<file path="config.mk">
export PLATFORM = sky130hd
export DESIGN_NAME = fmop_top
export DESIGN_NICKNAME = d
export VERILOG_FILES = /design/src/design/fmop_pkg.sv /design/src/design/fmop_top.sv
export SDC_FILE = /design/constraint.sdc
export NUM_CORES = 1
export LEC_CHECK = 0
export BUFFER_PORTS_ARGS = -buffer_cell sky130_fd_sc_hd__buf_2
export CORE_MARGIN = 4
export CORE_UTILIZATION = 40
export CTS_CLUSTER_SIZE = 25
export DETAILED_ROUTE_END_ITERATION = 12
export HOLD_SLACK_MARGIN = 0.05
export MAX_ROUTING_LAYER = met4
export SLEW_MARGIN = 30
export SYNTH_ARGS = -nofsm -noshare
export SYNTH_HDL_FRONTEND = slang
export SYNTH_SLANG_ARGS = --single-unit
</file>
<file path="constraint.sdc">
create_clock -name clk_sys -period 1.6 [get_ports clk_sys]
set_input_delay 0 -clock clk_sys [delete_from_list [all_inputs] [get_ports clk_sys]]
set_output_delay 0 -clock clk_sys [all_outputs]
set_load 0.02 [all_outputs]
</file>
<file path="src/design/fmop_pkg.sv">
// Shared constants and types of the fault mask and over-supply protection block
package fmop_pkg;

    // ------------------------------------------------------------
    // Register offsets
    // ------------------------------------------------------------
    localparam logic [7:0] CH_MODE_ADDR = 8'h01;
    localparam logic [7:0] OPEN_WIRE_ENABLE_ADDR = 8'h02;
    localparam logic [7:0] SUPPLY_SHORT_DETECT_ENABLE_ADDR = 8'h03;
    localparam logic [7:0] OPEN_WIRE_CHANNEL_FLAGS_ADDR = 8'h04;
    localparam logic [7:0] OVERLOAD_CHANNEL_FLAGS_ADDR = 8'h05;
    localparam logic [7:0] FAULT_PIN_MASK_ADDR = 8'h0f;

    // ------------------------------------------------------------
    // Field positions and reset values
    // ------------------------------------------------------------
    localparam int OVER_SUPPLY_MASK_BIT = 3;
    localparam int OPEN_WIRE_OFF_MASK_BIT = 2;
    localparam int CURRENT_LIMIT_MASK_BIT = 1;
    localparam int THERMAL_OVERLOAD_MASK_BIT = 0;
    localparam int PROTECT_ENABLE_BIT = 4;
    localparam logic [7:0] FAULT_PIN_MASK_RESET = 8'hbe;
    localparam logic [3:0] CH_MODE_RESET = 4'h0;
    localparam logic [7:0] OPEN_WIRE_ENABLE_RESET = 8'h00;
    localparam logic [4:0] SUPPLY_SHORT_DETECT_RESET = 5'h00;

    // ------------------------------------------------------------
    // Timing
    // ------------------------------------------------------------
    localparam int CLK_FREQ_KHZ = 40000;
    localparam int DEBOUNCE_TIME_US = 200;
    localparam int DEBOUNCE_CYCLES = (DEBOUNCE_TIME_US * CLK_FREQ_KHZ) / 1000;

    // ------------------------------------------------------------
    // Carriers
    // ------------------------------------------------------------
    typedef struct packed {
        logic wr;
        logic [7:0] addr;
        logic [7:0] wdata;
    } fmop_reg_req_type;

    typedef struct packed {
        logic over_supply_summary_bit;
        logic open_wire_summary_bit;
        logic overcurrent_summary_bit;
        logic thermal_summary_bit;
    } fmop_summary_type;

endpackage

</file>
<file path="src/design/fmop_top.sv">
// Fault pin masking, fault flags and over-supply protection for four channels
`timescale 1ns/10ps
// Overview of operation
// - Mask bit 0 passes source, 1 blocks
// - Mask bit 3 gates over-supply; flagged when enabled
// - Mask bit 2 gates open-wire-off error
// - Enabled open wire sets channel and summary flag
// - Mask bit 1 gates current-limit error
// - Current limit always flagged per channel, summary
// - Mask bit 0 gates thermal overload error
// - Thermal overload always flagged per channel, summary
// - Reset leaves every channel high-side output
// - Output on when data, enable, sync high
// - Over-supply flag only after 200us debounce
// - Flag plus protect enable kills gate, switch
// - Over-supply latched until host clears it
// - Input mode holds gate driver off
// - Gate enable bit turns gate driver on
// - Gate enable 0: flag set, no action
module fmop_top #(
    parameter int NUM_CH = 4,
    parameter int DEBOUNCE_CYCLES = fmop_pkg::DEBOUNCE_CYCLES
) (
    // Clock and reset
    input wire logic clk_sys,
    input wire logic rst_n,
    // Register port
    input fmop_pkg::fmop_reg_req_type reg_req,
    output logic [7:0] reg_rdata_r,
    // Pin control
    input wire logic [NUM_CH-1:0] channel_line,
    input wire logic output_enable_in,
    input wire logic output_sync_input,
    // Raw detector levels
    input wire logic [NUM_CH-1:0] over_supply_raw,
    input wire logic [NUM_CH-1:0] open_wire_raw,
    input wire logic [NUM_CH-1:0] current_limit_raw,
    input wire logic [NUM_CH-1:0] thermal_raw,
    // Channel drive and status
    output logic [NUM_CH-1:0] hs_switch_on_r,
    output logic [NUM_CH-1:0] gate_drive_on_r,
    output fmop_pkg::fmop_summary_type summary_r,
    output logic fault_n_r
);

    localparam int CW = $clog2(DEBOUNCE_CYCLES + 1);

    if (NUM_CH != 4) begin : g_bad_num_ch
        $error("fmop_top serves exactly four channels");
    end
    if (DEBOUNCE_CYCLES < 1) begin : g_bad_debounce
        $error("fmop_top debounce count must be at least one");
    end

    logic [7:0] fault_pin_mask_r;
    logic [3:0] ch_input_mode_r;
    logic [7:0] open_wire_enable_r;
    logic [4:0] supply_short_detect_enable_r;
    logic [3:0] over_supply_channel_flag_r;
    logic [3:0] open_wire_channel_flag_r;
    logic [3:0] current_limit_channel_flag_r;
    logic [3:0] thermal_channel_flag_r;
    logic [3:0] debounced;
    logic [3:0] over_supply_clear;
    logic [3:0] gate_drive_enable;
    logic [3:0] open_wire_detect_enable;
    logic [3:0] protect_kill;
    logic over_supply_protect_enable;
    logic [7:0] reg_rdata_nxt;
    logic fault_nxt;

    assign gate_drive_enable = open_wire_enable_r[3:0];
    assign open_wire_detect_enable = open_wire_enable_r[7:4];
    assign over_supply_protect_enable = supply_short_detect_enable_r[fmop_pkg::PROTECT_ENABLE_BIT];

    // ------------------------------------------------------------
    // Configuration registers
    // ------------------------------------------------------------
    always_ff @(posedge clk_sys) begin
        if (!rst_n) begin
            fault_pin_mask_r <= fmop_pkg::FAULT_PIN_MASK_RESET;
            ch_input_mode_r <= fmop_pkg::CH_MODE_RESET;
            open_wire_enable_r <= fmop_pkg::OPEN_WIRE_ENABLE_RESET;
            supply_short_detect_enable_r <= fmop_pkg::SUPPLY_SHORT_DETECT_RESET;
        end else if (reg_req.wr) begin
            if (reg_req.addr == fmop_pkg::FAULT_PIN_MASK_ADDR) begin
                fault_pin_mask_r <= reg_req.wdata;
            end else if (reg_req.addr == fmop_pkg::CH_MODE_ADDR) begin
                ch_input_mode_r <= reg_req.wdata[3:0];
            end else if (reg_req.addr == fmop_pkg::OPEN_WIRE_ENABLE_ADDR) begin
                open_wire_enable_r <= reg_req.wdata;
            end else if (reg_req.addr == fmop_pkg::SUPPLY_SHORT_DETECT_ENABLE_ADDR) begin
                supply_short_detect_enable_r <= reg_req.wdata[4:0];
            end
        end
    end

    // Write one to an over-supply bit of the open-wire flag register clears it
    assign over_supply_clear = (reg_req.wr &&
        reg_req.addr == fmop_pkg::OPEN_WIRE_CHANNEL_FLAGS_ADDR) ? reg_req.wdata[7:4] : 4'h0;

    // ------------------------------------------------------------
    // Over-supply debounce and latch
    // ------------------------------------------------------------
    for (genvar i = 0; i < 4; i++) begin : g_ch
        logic [CW-1:0] deb_cnt_r;

        always_ff @(posedge clk_sys) begin
            if (!rst_n) begin
                deb_cnt_r <= '0;
            end else if (!over_supply_raw[i] || !supply_short_detect_enable_r[i]) begin
                deb_cnt_r <= '0;
            end else if (deb_cnt_r != CW'(DEBOUNCE_CYCLES)) begin
                deb_cnt_r <= deb_cnt_r + CW'(1);
            end
        end

        assign debounced[i] = (deb_cnt_r == CW'(DEBOUNCE_CYCLES));

        // Set wins over a clear in the same cycle
        always_ff @(posedge clk_sys) begin
            if (!rst_n) begin
                over_supply_channel_flag_r[i] <= 1'b0;
            end else if (debounced[i]) begin
                over_supply_channel_flag_r[i] <= 1'b1;
            end else if (over_supply_clear[i]) begin
                over_supply_channel_flag_r[i] <= 1'b0;
            end
        end

        assign protect_kill[i] = over_supply_channel_flag_r[i] && over_supply_protect_enable
            && gate_drive_enable[i] && !ch_input_mode_r[i];
    end

    // ------------------------------------------------------------
    // Live fault flags
    // ------------------------------------------------------------
    always_ff @(posedge clk_sys) begin
        if (!rst_n) begin
            open_wire_channel_flag_r <= 4'h0;
            current_limit_channel_flag_r <= 4'h0;
            thermal_channel_flag_r <= 4'h0;
        end else begin
            open_wire_channel_flag_r <= open_wire_raw & open_wire_detect_enable;
            current_limit_channel_flag_r <= current_limit_raw;
            thermal_channel_flag_r <= thermal_raw;
        end
    end

    // ------------------------------------------------------------
    // Channel drive
    // ------------------------------------------------------------
    always_ff @(posedge clk_sys) begin
        if (!rst_n) begin
            hs_switch_on_r <= 4'h0;
            gate_drive_on_r <= 4'h0;
        end else begin
            hs_switch_on_r <= channel_line & {4{output_enable_in & output_sync_input}}
                & ~ch_input_mode_r & ~protect_kill;
            gate_drive_on_r <= gate_drive_enable & ~ch_input_mode_r & ~protect_kill;
        end
    end

    // ------------------------------------------------------------
    // Fault pin and serial summary
    // ------------------------------------------------------------
    always_comb begin
        fault_nxt = 1'b0;
        if (!fault_pin_mask_r[fmop_pkg::OVER_SUPPLY_MASK_BIT]) begin
            fault_nxt = fault_nxt | (|over_supply_channel_flag_r);
        end
        if (!fault_pin_mask_r[fmop_pkg::OPEN_WIRE_OFF_MASK_BIT]) begin
            fault_nxt = fault_nxt | (|open_wire_channel_flag_r);
        end
        if (!fault_pin_mask_r[fmop_pkg::CURRENT_LIMIT_MASK_BIT]) begin
            fault_nxt = fault_nxt | (|current_limit_channel_flag_r);
        end
        if (!fault_pin_mask_r[fmop_pkg::THERMAL_OVERLOAD_MASK_BIT]) begin
            fault_nxt = fault_nxt | (|thermal_channel_flag_r);
        end
    end

    always_ff @(posedge clk_sys) begin
        if (!rst_n) begin
            fault_n_r <= 1'b1;
            summary_r <= '0;
        end else begin
            fault_n_r <= !fault_nxt;
            summary_r.over_supply_summary_bit <= |over_supply_channel_flag_r;
            summary_r.open_wire_summary_bit <= |open_wire_channel_flag_r;
            summary_r.overcurrent_summary_bit <= |current_limit_channel_flag_r;
            summary_r.thermal_summary_bit <= |thermal_channel_flag_r;
        end
    end

    // ------------------------------------------------------------
    // Register read
    // ------------------------------------------------------------
    always_comb begin
        if (reg_req.addr == fmop_pkg::FAULT_PIN_MASK_ADDR) begin
            reg_rdata_nxt = fault_pin_mask_r;
        end else if (reg_req.addr == fmop_pkg::CH_MODE_ADDR) begin
            reg_rdata_nxt = {4'h0, ch_input_mode_r};
        end else if (reg_req.addr == fmop_pkg::OPEN_WIRE_ENABLE_ADDR) begin
            reg_rdata_nxt = open_wire_enable_r;
        end else if (reg_req.addr == fmop_pkg::SUPPLY_SHORT_DETECT_ENABLE_ADDR) begin
            reg_rdata_nxt = {3'h0, supply_short_detect_enable_r};
        end else if (reg_req.addr == fmop_pkg::OPEN_WIRE_CHANNEL_FLAGS_ADDR) begin
            reg_rdata_nxt = {over_supply_channel_flag_r, open_wire_channel_flag_r};
        end else if (reg_req.addr == fmop_pkg::OVERLOAD_CHANNEL_FLAGS_ADDR) begin
            reg_rdata_nxt = {current_limit_channel_flag_r, thermal_channel_flag_r};
        end else begin
            reg_rdata_nxt = 8'h00;
        end
    end

    always_ff @(posedge clk_sys) begin
        if (!rst_n) begin
            reg_rdata_r <= 8'h00;
        end else begin
            reg_rdata_r <= reg_rdata_nxt;
        end
    end
endmodule

</file>
==> parameters.txt <==
Parameter                              Value

Power
  Power dissipated by switching net loads ... 1.36 mW
  Static leakage power ... 2.48 nW
  Switching share of power ... 0.207
  Design internal power ... 5.21 mW
  Clock group share of total power ... 0.518
  Maximum resistive drop on vdd ... 0.000723 V
  Power share of the combinational group ... 0.044
  Power density relative to cell area ... ~1000 nW/um^2
  Share of power burned in registers ... 0.437

Timing
  Transition time of the tightest slew-check pin ... between 0.5 and 0.6 ns
  Fin. Hold Viols ... 0
  Final worst-path setup slack ... 0.0566 ns
  Final-report setup violation count ... 0
  Worst-case headroom to the max-slew limit ... 0.647
  Clock period minus worst slack ... 1.54 ns
  Final critical-path share of the clock period ... 0.965
  Max Fclk ... 648 MHz
  Clk_skew ... 0.00721 ns
  Worst hold slack across all endpoints ... 0.0879 ns
  Pins over their slew limit ... 0
  Unrepaired setup endpoints after global routing ... yes

Floorplanning
  Overall die area ... about 14000 um^2
  Placeable core region ... about 12000 um^2
  Starting density of the core ... 0.411
  Die Ht ... 119 um
  Ports ... slightly above 60
  Width of the die ... 119 um
  Row Count ... 40

Run
  Max-capacitance violation count ... 0

Clocking
  Worst skew pair latency ... 0.41 ns
  CTS Buffer Depth ... 2
  Reg clk slew, reported paths ... 0.05 ns
  Number of clock sinks ... 114
  Clock tree from TritonCTS ... built
  Total CTS buffers ... 17
  Library cell used as clock root buffer ... sky130_fd_sc_hd__clkbuf_16
  H-tree depth reported by CTS ... 4

Worst hold path
  Endpoint with the worst hold slack ... supply_short_detect_enable_r[3]
  Path class of the lowest-slack min-delay path ... in -> reg
  Worst hold path startpoint ... reg_req[14]
  Hold depth ... 5

Drt
  Detailed-route wire length per cell ... 14.9 um
  DR vias/cell ... 5.09
  Count of routing violations after the opening detailed-route iteration ... 322
  Iteration count of the initial detailed-routing pass ... 5
  Number of vias in the routed layout ... 4187
  Antenna-violating nets left ... 0
  Final routed wirelength across all metal layers ... 12.2 mm
  DRC violations left ... 0

Synthesis
  Netlist cell types ... 48
  Mean instance size in the synthesized netlist ... 9.40 um^2
  FFs w/ async S/R, synth ... 0
  Number of register bits inferred by synthesis ... 114
  Top FF cell, synth ... sky130_fd_sc_hd__dfxtp_1
  Post-synthesis sequential area ratio ... 0.460
  Number of warnings printed during yosys synthesis ... 0
  Synth Instances ... approximately 530
  Post-Syn Nets ... ~580
  Netlist area before placement ... 4960 um^2
  Number of flops mapped to enable cells by yosys ... 0

Place
  Total placed cells including tap cells ... 757
  Post-DP HPWL ... roughly 8.5 mm
  Place WS ... 0.0603 ns
  Number of buffers added on ports ... 61
  Cell area reported after detailed placement ... approximately 5500 um^2
  Last weighted congestion value of the routability-driven placer ... 0.801

Layout
  Final Net Count ... 692
  Final core area utilization ... 0.540
  Final Instance Count excl. Fillers ... 823
  Layout area overhead ... 31.3%
  Ant. Diodes ... 0
  Most used cells in the layout excluding fill and tap cells ... sky130_fd_sc_hd__dfxtp_1 (111), sky130_fd_sc_hd__buf_2 (61), sky130_fd_sc_hd__nor2_1 (44)
  Final standard cell area without fillers ... 6520 um^2
  Most common cell after layout, fill and taps aside ... sky130_fd_sc_hd__dfxtp_1
  Number of inserted filler cells in the final layout ... 1097
  Fraction of final layout cells with drive strength greater than 1 ... 0.223

Global routing
  Total global-route track usage ... 0.184
  Vias in the first global route ... 4164
  Total gr overflow ... 0
  Maximum number of pins on one net before global-route repair ... 31
  Wire length of the first global-routing pass ... 20.4 mm
  Initial antenna violation count ... 0

Setup path
  Endpoint arrival time on the critical path ... 1.81 ns
  CP required ... 1.87 ns
  Kind of critical path ... reg -> reg
  Family with the most delay on the worst path ... simple AND/OR/NAND/NOR gates
  Worst reg2reg startpoint ... g_ch[2].deb_cnt_r[3]
  FF-to-FF setup slack ... 0.06 ns
  Critical path, cell by cell ... or4_4, or3_4, nand3b_1, a21oi_1
  Cell at the slowest stage of the critical path ... sky130_fd_sc_hd__or4_4
  Kind of end point of the critical path ... flop
  Worst reg2reg endpoint ... g_ch[2].deb_cnt_r[2]
  Largest fanout on the critical path ... 2
  Number of cells on the worst reg-to-reg path ... 4
  Crit-path max cell delay ... roughly 0.55 ns
  Kind of start point of the critical path ... flop
  Bufs and invs on worst path ... 0

Run status
  Result of the run ... finished clean
[state kept, by name (all words and copies together) (netlist names)]
| register | cells |
|---|---|
| summary_r | 4 |
| open_wire_channel_flag_r | 4 |
| thermal_channel_flag_r | 4 |
| g_ch.deb_cnt_r | 52 |
| reg_rdata_r | 8 |
| fault_n_r | 1 |
| over_supply_channel_flag_r | 4 |
| supply_short_detect_enable_r | 5 |
| ch_input_mode_r | 4 |
| hs_switch_on_r | 4 |
| open_wire_enable_r | 8 |
| current_limit_channel_flag_r | 4 |
| fault_pin_mask_r | 8 |
| gate_drive_on_r | 4 |
[cell families (layout without fill, tap and decap cells)]
family / count (synthesis) / after routing / synth area share
simple gates: 240 / 240 / 0.284
flops: 114 / 114 / 0.460
compound gates: 67 / 67 / 0.0820
xor+xnor: 37 / 37 / 0.0653
mux: 32 / 32 / 0.0646
buf+inv: 30 / 157 / 0.0240
fa+ha+maj: 8 / 8 / 0.0202
[cell type report]
type,count,area (um^2),area share
repair buffers,116,801,0.123
flip-flops and latches,114,2290,0.351
multi-input cells,384,2640,0.405
inverters,10,37.5,0.00576
well taps,168,210,0.0323
clock buffers,26,519,0.0797
clock inverters,5,25.0,0.00384
[tightest hold or removal path: cells and delay by family]
| family | cells | cell delay [ns] |
|---|---|---|
| mux | 1 | 0.08 |
| simple gates | 3 | 0.27 |
| buf+inv | 1 | 0.11 |
[power groups by stage]
stage	Sequential (mW)	Clock [mW]	Combinational (mW)
after floorplan	2.94	0	0.109
final	2.88	3.41	0.293
after global placement	2.93	0	0.225
after detailed placement	2.93	0	0.227
after CTS	2.87	3.51	0.287
after global routing	2.87	3.66	0.318
[worst max path at each step]
stage / from / end / depth (start not counted)
2_1_floorplan: g_ch[1].deb_cnt_r[2] / g_ch[1].deb_cnt_r[2] / 4
3_3_place_gp: g_ch[2].deb_cnt_r[2] / g_ch[2].deb_cnt_r[1] / 4
3_5_place_dp: g_ch[0].deb_cnt_r[3] / g_ch[0].deb_cnt_r[1] / 4
4_1_cts: g_ch[0].deb_cnt_r[3] / g_ch[0].deb_cnt_r[1] / 4
5_1_grt: g_ch[2].deb_cnt_r[1] / g_ch[2].deb_cnt_r[12] / 6
6_report: g_ch[2].deb_cnt_r[3] / g_ch[2].deb_cnt_r[2] / 4
[cells in the mapped netlist (8+ instances only)]
library cell               number  area (um^2)
sky130_fd_sc_hd__nand3_1       31          155
sky130_fd_sc_hd__and2_1         8         50.1
sky130_fd_sc_hd__a31oi_1       11         68.8
sky130_fd_sc_hd__dfxtp_1      114         2280
sky130_fd_sc_hd__xnor2_1       24          210
sky130_fd_sc_hd__a21oi_1       19         95.1
sky130_fd_sc_hd__and3_1        12         75.1
sky130_fd_sc_hd__inv_1         10         37.5
sky130_fd_sc_hd__ha_1           8          100
sky130_fd_sc_hd__nor4_1        10         62.6
sky130_fd_sc_hd__o21ai_0       18         90.1
sky130_fd_sc_hd__nor2b_1       24          150
sky130_fd_sc_hd__xor2_1        13          114
sky130_fd_sc_hd__nand4_1       13         81.3
sky130_fd_sc_hd__clkbuf_1      13         48.8
sky130_fd_sc_hd__mux2i_1       32          320
sky130_fd_sc_hd__nor3_1        16         80.1
sky130_fd_sc_hd__nor2_1        44          165
sky130_fd_sc_hd__nand2_1       32          120
[what timing repair did]
item / 4_1_cts / 5_1_grt
hold buffers: 33 / 0
gates resized for setup: 0 / 18
buffers inserted: 0 / 2
endpoints found under the hold margin: 52 / 0
endpoints found under the setup margin: 0 / 16
[through the flow]
step,total power [mW],setup TNS [ns]
after CTS,6.67,0
final,6.58,0
after global routing,6.85,-0.0391
after floorplan,3.05,0
after detailed placement,3.16,0
after global placement,3.16,0
[routing by layer]
metal,part of all wire,global-route usage
met2,0.47,0.293
met5,0,-
met3,0.047,0.0503
met4,0.0096,0.0580
met1,0.47,0.228
Power figures use the tool's default switching activity.
